<file path="src/hdl/dpot_regs.svh">
// named constants of the dual pot serial command logic
`ifndef DPOT_REGS_SVH
`define DPOT_REGS_SVH

// instruction opcodes, upper nibble of the instruction byte
`define OP_RD_WIPER          4'h9
`define OP_WR_WIPER          4'ha
`define OP_RD_SLOT           4'hb
`define OP_WR_SLOT           4'hc
`define OP_SLOT_TO_WIPER     4'hd
`define OP_WIPER_TO_SLOT     4'he
`define OP_GLB_SLOT_TO_WIPER 4'h1
`define OP_GLB_WIPER_TO_SLOT 4'h8
`define OP_STEP              4'h2
`define OP_RD_STATUS         4'h5

// field positions
`define ID_TYPE_MSB  7
`define ID_TYPE_LSB  4
`define ID_ADDR_MSB  3
`define ID_ADDR_LSB  0
`define INS_OP_MSB   7
`define INS_OP_LSB   4
`define INS_SLOT_MSB 3
`define INS_SLOT_LSB 2
`define INS_POT_BIT  0

// fixed values
`define ADDR_UPPER_FIXED 2'h0
`define DEFAULT_SLOT     2'h0
`define WIPER_TOP        8'hff
`define WIPER_BOTTOM     8'h00
`define BIT_LAST         4'h7
`define BIT_OUT_END      4'h8
`define STATUS_PAD       7'h00

// timing
`define CLK_PERIOD_NS    4
`define NV_WRITE_TIME_US 10000
`define WIPER_SETTLE_NS  40

`endif

</file>
<file path="src/hdl/dpot_pkg.sv">
// types shared by the dual pot serial command logic
`default_nettype none
package dpot_pkg;

   typedef enum logic [2:0] {
      ST_IDLE,
      ST_ID,
      ST_INSTR,
      ST_DATA_IN,
      ST_DATA_OUT,
      ST_STEP,
      ST_IGNORE
   } seq_state_t;

   typedef struct packed {
      logic cs_n;
      logic sck;
      logic si;
      logic hold_n;
   } spi_pins_t;

   typedef struct packed {
      logic dout;
      logic oe;
   } so_pin_t;

   typedef struct packed {
      logic [3:0] op;
      logic [1:0] slot;
      logic spare;
      logic pot;
   } instr_t;

endpackage
`default_nettype wire

</file>
<file path="src/hdl/wiper_tap_drive.sv">
// settle delay and one-hot tap select for one pot
`default_nettype none
`include "dpot_regs.svh"
module wiper_tap_drive #(
   parameter int unsigned W = 8
) (
   // clock and reset
   input wire logic clk,
   input wire logic rst_n,
   // wiper position
   input wire logic [W-1:0] wiper,
   // tap switches
   output var logic [(1<<W)-1:0] tap_sel
);

   localparam int unsigned SETTLE_CYCLES =
      (`WIPER_SETTLE_NS + `CLK_PERIOD_NS - 1) / `CLK_PERIOD_NS;
   localparam int unsigned CW = $clog2(SETTLE_CYCLES + 1);

   logic [W-1:0] applied_ff;
   logic [CW-1:0] settle_ff;

   // the switch moves once the position has differed from the applied one for the settle time, even if it changed meanwhile
   always_ff @(posedge clk or negedge rst_n) begin
      if (!rst_n) begin
         applied_ff <= '0;
         settle_ff <= '0;
      end else if (wiper == applied_ff) begin
         settle_ff <= '0;
      end else if (settle_ff == CW'(SETTLE_CYCLES - 1)) begin
         applied_ff <= wiper;
         settle_ff <= '0;
      end else begin
         settle_ff <= settle_ff + CW'(1);
      end
   end

   // registered decode keeps exactly one switch closed
   always_ff @(posedge clk or negedge rst_n) begin
      if (!rst_n) begin
         tap_sel <= {{((1<<W)-1){1'b0}}, 1'b1};
      end else begin
         tap_sel <= '0;
         tap_sel[applied_ff] <= 1'b1;
      end
   end

endmodule
`default_nettype wire

</file>
<file path="src/hdl/dpot_serial_core.sv">
// serial command interpreter of the dual digitally controlled pot
`default_nettype none
`include "dpot_regs.svh"
// Function
// - write protect low blocks stored setting changes
// - sample serial input on rising clock
// - serial output released when not sending
// - wiper decoded to one of 256 switches
// - power-up loads wiper from default slot
// - four readable writable slots per pot
// - stored setting change finishes within 10ms
// - busy flag high during nonvolatile write
// - first byte type bits must match
// - address bits must match address pins
// - instruction byte: opcode, slot, pot
// - register read/write take three bytes
// - slot-to-wiper copy follows after settle delay
// - wiper-to-slot copy is nonvolatile write
// - global copies act on every pot
// - copy commands end after two bytes
// - step command moves wiper per clock
// - status read returns busy flag
// - output bit changes on falling clock
// - hold pauses sequence, state kept
// - select high deselects, output released
// - ignore traffic until select falls
module dpot_serial_core #(
   parameter int unsigned NV_WRITE_CYCLES = (`NV_WRITE_TIME_US * 1000) / `CLK_PERIOD_NS,
   parameter logic [3:0] TYPE_CODE = 4'ha, // arbitrary value
   parameter logic [7:0] SLOT_INIT = 8'h80,
   parameter int unsigned POTS = 2,
   parameter int unsigned SLOTS = 4,
   parameter int unsigned W = 8
) (
   // clock and reset
   input wire logic clk,
   input wire logic nrst,
   // serial link pins
   input wire dpot_pkg::spi_pins_t spi_pins,
   output var dpot_pkg::so_pin_t so_pin,
   // address and protect pins
   input wire logic addr_pin_hi,
   input wire logic addr_pin_lo,
   input wire logic write_protect_n,
   // status and switches
   output var logic nv_busy,
   output var logic [POTS-1:0][(1<<W)-1:0] tap_sel
);

   localparam int unsigned NW = $clog2(NV_WRITE_CYCLES + 1);
   localparam int unsigned SYNC_W = 7;

   // reset release
   logic [1:0] rst_sync_ff;
   logic rst_n;

   always_ff @(posedge clk or negedge nrst) begin
      if (!nrst) begin
         rst_sync_ff <= 2'h0;
      end else begin
         rst_sync_ff <= {rst_sync_ff[0], 1'b1};
      end
   end
   assign rst_n = rst_sync_ff[1];

   // pin synchronisers
   logic [SYNC_W-1:0] pins_raw;
   logic [SYNC_W-1:0] meta_ff;
   logic [SYNC_W-1:0] sync_ff;
   dpot_pkg::spi_pins_t spi_s;
   logic addr_hi_s;
   logic addr_lo_s;
   logic wp_n_s;

   assign pins_raw = {spi_pins, addr_pin_hi, addr_pin_lo, write_protect_n};

   always_ff @(posedge clk or negedge rst_n) begin
      if (!rst_n) begin
         meta_ff <= '0;
         sync_ff <= '0;
      end else begin
         meta_ff <= pins_raw;
         sync_ff <= meta_ff;
      end
   end

   assign spi_s = dpot_pkg::spi_pins_t'(sync_ff[SYNC_W-1:3]);
   assign addr_hi_s = sync_ff[2];
   assign addr_lo_s = sync_ff[1];
   assign wp_n_s = sync_ff[0];

   // edge finding on the sampled link clock and select
   logic sck_d_ff;
   logic cs_d_ff;
   logic sck_rise;
   logic sck_fall;
   logic cs_fall;

   // select history starts low so a select already low at power-up is no start
   always_ff @(posedge clk or negedge rst_n) begin
      if (!rst_n) begin
         sck_d_ff <= 1'b0;
         cs_d_ff <= 1'b0;
      end else begin
         sck_d_ff <= spi_s.sck;
         cs_d_ff <= spi_s.cs_n;
      end
   end

   // hold only moves while the clock is low, so gating edges is enough to pause
   assign sck_rise = spi_s.sck & ~sck_d_ff & spi_s.hold_n;
   assign sck_fall = ~spi_s.sck & sck_d_ff & spi_s.hold_n;
   assign cs_fall = cs_d_ff & ~spi_s.cs_n;

   // sequence state
   dpot_pkg::seq_state_t state_ff;
   dpot_pkg::seq_state_t nxt_state;
   logic [3:0] bitcnt_ff;
   logic [7:0] shift_ff;
   dpot_pkg::instr_t instr_ff;
   logic [7:0] rx_byte;
   logic shifting;
   dpot_pkg::instr_t ins;
   logic id_ok;
   logic busy_ff;
   logic blocked;
   logic go;
   logic data_done;
   logic step_rise;

   function automatic logic is_read(input logic [3:0] op);
      is_read = (op == `OP_RD_WIPER) || (op == `OP_RD_SLOT) || (op == `OP_RD_STATUS);
   endfunction

   function automatic logic is_nv(input logic [3:0] op);
      is_nv = (op == `OP_WR_SLOT) || (op == `OP_WIPER_TO_SLOT) ||
              (op == `OP_GLB_WIPER_TO_SLOT);
   endfunction

   assign rx_byte = {shift_ff[6:0], spi_s.si};
   assign shifting = (state_ff == dpot_pkg::ST_ID) || (state_ff == dpot_pkg::ST_INSTR) ||
                     (state_ff == dpot_pkg::ST_DATA_IN);
   logic byte_end;
   assign byte_end = shifting & sck_rise & (bitcnt_ff == `BIT_LAST) & ~spi_s.cs_n;
   assign ins = dpot_pkg::instr_t'(rx_byte);
   assign id_ok = (rx_byte[`ID_TYPE_MSB:`ID_TYPE_LSB] == TYPE_CODE) &&
                  (rx_byte[`ID_ADDR_MSB:`ID_ADDR_LSB] ==
                   {`ADDR_UPPER_FIXED, addr_hi_s, addr_lo_s});
   // a running nonvolatile write lets only the status read through
   assign blocked = busy_ff & (ins.op != `OP_RD_STATUS);
   assign go = byte_end & (state_ff == dpot_pkg::ST_INSTR) & ~blocked;
   assign data_done = byte_end & (state_ff == dpot_pkg::ST_DATA_IN);
   assign step_rise = sck_rise & ~spi_s.cs_n & (state_ff == dpot_pkg::ST_STEP);

   always_comb begin
      nxt_state = state_ff;
      unique case (state_ff)
         dpot_pkg::ST_ID: begin
            nxt_state = id_ok ? dpot_pkg::ST_INSTR : dpot_pkg::ST_IGNORE;
         end
         dpot_pkg::ST_INSTR: begin
            if (blocked) begin
               nxt_state = dpot_pkg::ST_IGNORE;
            end else if (is_read(ins.op)) begin
               nxt_state = dpot_pkg::ST_DATA_OUT;
            end else if (ins.op == `OP_WR_WIPER || ins.op == `OP_WR_SLOT) begin
               nxt_state = dpot_pkg::ST_DATA_IN;
            end else if (ins.op == `OP_STEP) begin
               nxt_state = dpot_pkg::ST_STEP;
            end else begin
               nxt_state = dpot_pkg::ST_IGNORE;
            end
         end
         dpot_pkg::ST_DATA_IN: begin
            nxt_state = dpot_pkg::ST_IGNORE;
         end
         dpot_pkg::ST_IDLE, dpot_pkg::ST_DATA_OUT, dpot_pkg::ST_STEP,
         dpot_pkg::ST_IGNORE: begin
            nxt_state = state_ff;
         end
      endcase
   end

   always_ff @(posedge clk or negedge rst_n) begin
      if (!rst_n) begin
         state_ff <= dpot_pkg::ST_IDLE;
         bitcnt_ff <= 4'h0;
         shift_ff <= 8'h00;
         instr_ff <= '0;
      end else if (spi_s.cs_n) begin
         state_ff <= dpot_pkg::ST_IDLE;
         bitcnt_ff <= 4'h0;
      end else if (cs_fall) begin
         state_ff <= dpot_pkg::ST_ID;
         bitcnt_ff <= 4'h0;
      end else if (shifting && sck_rise) begin
         shift_ff <= rx_byte;
         if (byte_end) begin
            bitcnt_ff <= 4'h0;
            state_ff <= nxt_state;
            if (state_ff == dpot_pkg::ST_INSTR) begin
               instr_ff <= ins;
            end
         end else begin
            bitcnt_ff <= bitcnt_ff + 4'h1;
         end
      end else if (state_ff == dpot_pkg::ST_DATA_OUT && sck_fall) begin
         if (bitcnt_ff == `BIT_OUT_END) begin
            state_ff <= dpot_pkg::ST_IGNORE;
         end else begin
            bitcnt_ff <= bitcnt_ff + 4'h1;
         end
      end
   end

   // register storage
   logic [POTS-1:0][W-1:0] wiper_ff;
   logic [POTS-1:0][SLOTS-1:0][W-1:0] slot_ff;
   logic recall_ff;
   logic nv_start;
   logic [NW-1:0] nv_cnt_ff;

   // protect pin low turns every stored setting change into a no-op
   assign nv_start = wp_n_s & ((go & is_nv(ins.op) & (ins.op != `OP_WR_SLOT)) |
                     (data_done & (instr_ff.op == `OP_WR_SLOT)));

   always_ff @(posedge clk or negedge rst_n) begin
      if (!rst_n) begin
         recall_ff <= 1'b1;
      end else begin
         recall_ff <= 1'b0;
      end
   end

   always_ff @(posedge clk or negedge rst_n) begin
      if (!rst_n) begin
         wiper_ff <= '0;
      end else begin
         for (int p = 0; p < POTS; p++) begin
            if (recall_ff) begin
               wiper_ff[p] <= slot_ff[p][`DEFAULT_SLOT];
            end else if (go && ins.op == `OP_GLB_SLOT_TO_WIPER) begin
               wiper_ff[p] <= slot_ff[p][ins.slot];
            end else if (go && ins.op == `OP_SLOT_TO_WIPER && ins.pot == 1'(p)) begin
               wiper_ff[p] <= slot_ff[p][ins.slot];
            end else if (data_done && instr_ff.op == `OP_WR_WIPER &&
                         instr_ff.pot == 1'(p)) begin
               wiper_ff[p] <= rx_byte;
            end else if (step_rise && instr_ff.pot == 1'(p)) begin
               if (spi_s.si && wiper_ff[p] != `WIPER_TOP) begin
                  wiper_ff[p] <= wiper_ff[p] + 8'h01;
               end else if (!spi_s.si && wiper_ff[p] != `WIPER_BOTTOM) begin
                  wiper_ff[p] <= wiper_ff[p] - 8'h01;
               end
            end
         end
      end
   end

   // stored slots are flops standing in for the nonvolatile cells
   always_ff @(posedge clk or negedge rst_n) begin
      if (!rst_n) begin
         slot_ff <= {(POTS*SLOTS){SLOT_INIT}};
      end else if (nv_start) begin
         for (int p = 0; p < POTS; p++) begin
            if (instr_ff.op == `OP_WR_SLOT && state_ff == dpot_pkg::ST_DATA_IN) begin
               if (instr_ff.pot == 1'(p)) begin
                  slot_ff[p][instr_ff.slot] <= rx_byte;
               end
            end else if (ins.op == `OP_GLB_WIPER_TO_SLOT) begin
               slot_ff[p][ins.slot] <= wiper_ff[p];
            end else if (ins.pot == 1'(p)) begin
               slot_ff[p][ins.slot] <= wiper_ff[p];
            end
         end
      end
   end

   // high-voltage write timer, runs on even while deselected
   always_ff @(posedge clk or negedge rst_n) begin
      if (!rst_n) begin
         nv_cnt_ff <= '0;
         busy_ff <= 1'b0;
      end else if (nv_start) begin
         nv_cnt_ff <= NW'(NV_WRITE_CYCLES);
         busy_ff <= 1'b1;
      end else if (nv_cnt_ff != '0) begin
         nv_cnt_ff <= nv_cnt_ff - NW'(1);
         busy_ff <= (nv_cnt_ff != NW'(1));
      end
   end
   assign nv_busy = busy_ff;

   // read data path
   logic [7:0] rd_data;
   logic [7:0] out_sh_ff;
   logic so_ff;
   logic so_oe_ff;

   always_comb begin
      rd_data = {`STATUS_PAD, busy_ff};
      if (ins.op == `OP_RD_WIPER) begin
         rd_data = wiper_ff[ins.pot];
      end else if (ins.op == `OP_RD_SLOT) begin
         rd_data = slot_ff[ins.pot][ins.slot];
      end
   end

   always_ff @(posedge clk or negedge rst_n) begin
      if (!rst_n) begin
         out_sh_ff <= 8'h00;
         so_ff <= 1'b0;
         so_oe_ff <= 1'b0;
      end else if (spi_s.cs_n) begin
         so_oe_ff <= 1'b0;
      end else if (go && is_read(ins.op)) begin
         out_sh_ff <= rd_data;
      end else if (state_ff == dpot_pkg::ST_DATA_OUT && sck_fall) begin
         if (bitcnt_ff == `BIT_OUT_END) begin
            so_oe_ff <= 1'b0;
         end else begin
            so_ff <= out_sh_ff[7];
            out_sh_ff <= {out_sh_ff[6:0], 1'b0};
            so_oe_ff <= 1'b1;
         end
      end
   end

   assign so_pin = '{dout: so_ff, oe: so_oe_ff};

   // per-pot settle and switch decode
   generate
      for (genvar g = 0; g < POTS; g++) begin : g_pot
         wiper_tap_drive #(
            .W(W)
         ) u_tap (
            .clk(clk),
            .rst_n(rst_n),
            .wiper(wiper_ff[g]),
            .tap_sel(tap_sel[g])
         );
      end
   endgenerate

endmodule
`default_nettype wire

</file>
<file path="config.mk">
export PLATFORM = sky130hd
export DESIGN_NAME = dpot_serial_core
export DESIGN_NICKNAME = d
export VERILOG_FILES = /design/src/hdl/dpot_pkg.sv /design/src/hdl/wiper_tap_drive.sv /design/src/hdl/dpot_serial_core.sv
export VERILOG_INCLUDE_DIRS = /design/src /design/src/hdl
export SDC_FILE = /design/constraint.sdc
export NUM_CORES = 1
export LEC_CHECK = 0
export BUFFER_PORTS_ARGS = -buffer_cell sky130_fd_sc_hd__buf_2
export CORE_ASPECT_RATIO = 0.7
export CORE_MARGIN = 10
export CORE_UTILIZATION = 30
export CTS_CLUSTER_SIZE = 25
export DETAILED_ROUTE_END_ITERATION = 8
export GPL_TIMING_DRIVEN = 0
export PLACE_DENSITY_LB_ADDON = 0.12
export SLEW_MARGIN = 5
export SYNTH_ARGS = -nofsm -noshare
export SYNTH_HDL_FRONTEND = slang
export SYNTH_SLANG_ARGS = --single-unit
</file>
<file path="constraint.sdc">
create_clock -name clk -period 55.9 [get_ports clk]
set_clock_uncertainty 0.2 [all_clocks]
set_input_delay 5.59 -clock clk [delete_from_list [all_inputs] [get_ports clk]]
set_output_delay 5.59 -clock clk [all_outputs]
set_load 0.1 [all_outputs]
</file>
## After elaboration in Yosys (flattened, before gate mapping)

Cells that the tools add are included.

| cells by class | value |
|---|---|
| equality and inequality tests | 38 |
| multiplexer cells | 79 |
| reductions and logical operators | 58 |
| add/subtract/negate cells | 8 |
| bitwise gates (word level) | 30 |
| magnitude comparators | 9 |

Operators by type and width:

| operator | number |
|---|---|
| $mux 32 | 10 |
| $mux 8 | 26 |
| $bwmux 32 | 4 |
| $bmux 8 s2 | 3 |
| $eq 4x4->1 const B | 12 |
| $mux 22 | 2 |
| $mux 4 | 10 |
| $demux 8 s2 | 2 |
| $mux 3 | 10 |
| $logic_and 1x1->1 | 22 |
| $ne 22x1->1 const B | 1 |
| $reduce_bool 22->1 | 1 |
| $sub 22x1->22 const B | 1 |
| $and 1x1->1 | 18 |
| $lt 8x9->1 const B | 2 |
| $add 8x1->8 const B | 2 |
| $demux 1 s8 | 2 |
| $eq 8x8->1 | 2 |
| $ge 8x1->1 const B | 2 |
| $ne 4x4->1 const B | 4 |
| $ne 8x8->1 const B | 2 |
| $reduce_bool 8->1 | 2 |
| $sub 8x1->8 const B | 2 |
| $add 4x1->4 const B | 3 |
| 31 further kinds | 77 |

| storage, ports and cells | value |
|---|---|
| bits in registers | 689 |
| logic and storage cells | 255 |
| input port bits | 9 |
| output and inout port bits | 515 |

## Logic depth before layout (Yosys ltp)

| logic depth | value |
|---|---|
| depth after elaboration | 13 |
| mapped depth | 10 |
| gate-level depth less buffers | 9 |

## Hierarchy

Synthesis repeated with hierarchy kept, for this count alone.

| unflattened totals | value |
|---|---|
| cell total of the unflattened synthesis | 2176 |
| area total of the unflattened synthesis | 25434.4 um^2 |

By module, submodules not included:

| module | cells an instance | area an instance (um^2) | times used | sequential area each (um^2) |
|---|---|---|---|---|
| dpot_serial_core | 892 | 8769.7 | 1 | 3839.9 |
| wiper_tap_drive (g_pot[1].u_tap) | 642 | 8333.0 | 1 | 6707.7 |
| wiper_tap_drive (g_pot[0].u_tap) | 642 | 8331.7 | 1 | 6707.7 |

## Worst setup path after synthesis

Ideal clock, no wire load.

| timing | value |
|---|---|
| path type | register to output |
| from | register busy_ff (netlist: nv_busy) |
| to | output port nv_busy |
| cell stages (with the launch flop) | 1 |
| data arrival time | 922 ps |
| required time | 50110 ps |
| path buffers | 0 |
| path slack | 49188 ps |
| path through | dfrtp_1 |

RTL lines:

| what | RTL line | text |
|---|---|---|
| start: declaration | dpot_serial_core.sv:125 | `logic busy_ff;` |
| start signal: assignment | dpot_serial_core.sv:289 | `busy_ff <= (nv_cnt_ff != NW'(1));` |
| end: declaration | dpot_serial_core.sv:46 | `output var logic nv_busy,` |

No word-level cell between the ends.

## Worst setup path after layout

| timing | value |
|---|---|
| from | register g_pot[1].u_tap.tap_sel[0] |
| to | output port tap_sel[256] (netlist bit) |

RTL lines:

| what | RTL line | text |
|---|---|---|
| start: declaration | wiper_tap_drive.sv:13 | `output var logic [(1<<W)-1:0] tap_sel` |
| start signal: assignment | wiper_tap_drive.sv:41 | `tap_sel <= {{((1<<W)-1){1'b0}}, 1'b1};` |
| end: declaration | dpot_serial_core.sv:47 | `output var logic [POTS-1:0][(1<<W)-1:0] tap_sel` |

No word-level cell between the ends.

==> flow_metrics.py <==
metrics = {
    "synth": {
        "synth_common_cells": "dfrtp_1, nor2_1, nand2_1",
        "synth.distinct_cells": 84,
        "synth-edff-count": 0,
        "netlist_area_sq_um": 25800,
        "yosys.area.top_type": "dfrtp_1",
        "yosysMostFrequentCell": "dfrtp_1",
        "ys_top_cells_by_area": "dfrtp_1, nor2_1, nand2_1",
        "async_flop_share_pct": 100,
        "ys.flop_type": "dfrtp_1",
        "syn_nets": 2236,
        "yosys_register_bits": 689,
        "syn_area_per_cell_sq_um": 11.7,
        "synth_top_area_share_pct": 65.8,
        "synth_warnings": 0,
        "ys_seq_area_share_pct": 67.0,
        "synth_cells": 2203,
    },
    "global_routing": {
        "grt_pass1_vias": 19986,
        "grt_usage_pct": 18.6,
        "antenna_found_initial": 1,
        "grt_remaining_overflow": 0,
        "grt_max_degree": 70,
        "grt_pass1_wl_mm": 137,
    },
    "critical_path": {
        "worstPathRequired_ns": 50.11,
        "r2r_end": "wiper_ff[14]",
        "critPathBufInv": 1,
        "r2r_setup_slack_ns": 51.68,
        "arrival_ns": 1.61,
        "cpPeakStageDelay_ns": 0.55,
        "path_max_fanout": 1,
        "crit_slowest_cell": "dfstp_2",
        "crit_path_end_kind": "output port",
        "critPathLaunchType": "register",
        "path_cells": "buf_2",
        "critical_path_class": "register to output port",
        "rr_worst_depth": 10,
        "reg2reg_from": "wiper_ff[9]",
        "cp_top_family": "flip-flops",
    },
    "routing": {
        "via_per_inst": 4.77,
        "ant_nets": 0,
        "dr.pass1.iters": 5,
        "drc": 0,
        "vias": 19087,
        "drt-total-wl_mm": 93.8,
        "drt_iter0_drc": 1386,
        "wl_per_cell_um": 23.4,
    },
    "die": {
        "core_sq_um": 84700,
        "initial_core_util_pct": 30.4,
        "rows": 89,
        "die_height_um": 265,
        "io_pins": 524,
        "die_w_um": 370,
        "dieArea_sq_um": 98200,
    },
    "power": {
        "power_density_nw_per_um2": 40.2,
        "leakage_nw": 16.2,
        "ir_worst_vdd_uv": 22.5,
    },
    "hold_path": {
        "hold_path_class": "register to asynchronous set/reset pin",
    },
    "cts": {
        "post_cts_resized": 0,
        "clkTransAtPathRegs_ns": 0.06,
        "cts.sinks": 689,
        "insertion_delay_ns": 0.63,
        "htreeDepth": 3,
        "cts_setup_buffers": 0,
        "ctsHoldBuffers": 0,
        "cts_buffer_depth": 3,
        "cts_tree": "done",
        "root_buffer": "clkbuf_16",
        "numCtsBuffers": 73,
    },
    "layout": {
        "stdcell_area_sq_um": 32500,
        "antennaDiodeCount": 0,
        "utilization_pct": 38.4,
        "syn2layout_area_growth_pct": 26.3,
        "stdcell_count": 4004,
        "drive_gt1_share_pct": 27.8,
        "fin_nets": 2845,
    },
    "sta": {
        "period_minus_slack_ns": 7.40,
        "tightest_slew_ns": 1.41,
        "slew_violations": 0,
        "hold_viol": 0,
        "setup_viol_count_final": 0,
        "period_share_pct": 13.2,
        "grt_setup_unrepaired": "no",
        "fmax_ghz": 0.135,
        "whs_ns": 0.0850,
        "fin_setup_tns_ns": 0,
        "slew_headroom_pct": 5.23,
    },
    "placement": {
        "dp.final_hpwl_mm": 70.5,
        "place_inst": 3874,
        "numPortBuffers": 523,
        "dpl_cell_area_sq_um": 30100,
        "globalplace.congestion": 0.872,
    },
    "run": {
        "cap_violations": 0,
    },
    "outcome": {
        "status": "completed",
    },
}
through the flow:
step,power (mW),setup WS (ns)
6_report,1.31,48.50
5_1_grt,1.37,48.44
4_1_cts,1.32,48.46
3_5_place_dp,0.821,49.14
3_3_place_gp,0.815,27.51
2_1_floorplan,0.734,35.09
cell usage in the layout (no fill, tap or decap), drive strengths merged, types with 10 or more instances in the layout:
master	Yosys	routed
nor4	11	11
o211ai	13	13
nand2	145	145
a22oi	64	64
o21ai	90	90
ha	22	22
buf	44	578
dfrtp	678	678
clkbuf	105	205
nor2	587	587
o31ai	12	12
and3	10	10
inv	18	24
mux4	15	15
mux2i	28	28
a21oi	26	26
nor2b	26	26
mux2	32	32
nand3	36	36
nand4	21	21
xor2	15	15
clkinv	0	14
dfstp	11	11
xnor2	33	33
nor3	24	24
a211oi	13	13
layout make-up:
type / count / area, sq um
Clock inverter: 30 / 393
Timing Repair Buffer: 534 / 2920
Clock buffer: 100 / 2040
Multi-Input combinational cell: 1347 / 7800
Buffer: 149 / 643
Fill cell: 8352 / 52200
Tap cell: 1137 / 1420
Inverter: 18 / 67.6
Sequential cell: 689 / 17300
routing by layer:
| metal | routed length, um | track usage [%] |
|---|---|---|
| met1 | 39600 | 24.1 |
| met2 | 43200 | 29.2 |
| met3 | 8000 | 6.29 |
| met4 | 2980 | 5.79 |
| met5 | 0 | 0 |
worst max-delay path by stage:
stage                                         start                          end  cells past startpoint  slack (ns)
after detailed placement  g_pot[1].u_tap.tap_sel[0]                 tap_sel[256]                      1       49.14
after global placement               rst_sync_ff[1]  g_pot[1].u_tap.tap_sel[230]                      0       27.51
after CTS                                   nv_busy                      nv_busy                      1       48.46
final                     g_pot[1].u_tap.tap_sel[0]                 tap_sel[256]                      1       48.50
after floorplan                      rst_sync_ff[1]                 bitcnt_ff[0]                      0       35.09
after global routing                        nv_busy                      nv_busy                      1       48.44
flip-flops by register name (all words and copies together), names as in the netlist:
name,flops
bitcnt_ff,4
cs_d_ff,1
g_pot.u_tap.applied_ff,16
g_pot.u_tap.settle_ff,8
g_pot.u_tap.tap_sel,512
instr_ff,7
meta_ff,7
nv_busy,1
nv_cnt_ff,22
out_sh_ff,8
recall_ff,1
rst_sync_ff,2
sck_d_ff,1
shift_ff,7
slot_ff,64
so_ff,1
so_oe_ff,1
state_ff,3
sync_ff,7
wiper_ff,16
report_power, final:
part           internal, mW  switching (mW)
logic                0.0518           0.226
clock network         0.290           0.208
registers             0.520          0.0110
total                 0.862           0.445
cells by family (layout without fill, tap and decap cells):
family          count (synthesis)  count (layout)  synth area share [%]
buf+inv                       167             831                  2.76
other cells                     2               2                0.0291
mux                            75              75                  3.80
fa+ha+maj                      24              24                  1.22
compound gates                284             284                  7.85
xor+xnor                       48              48                  1.63
simple gates                  914             914                  15.7
flops                         689             689                  67.0
Note: power is estimated with default switching activity, not from simulation.
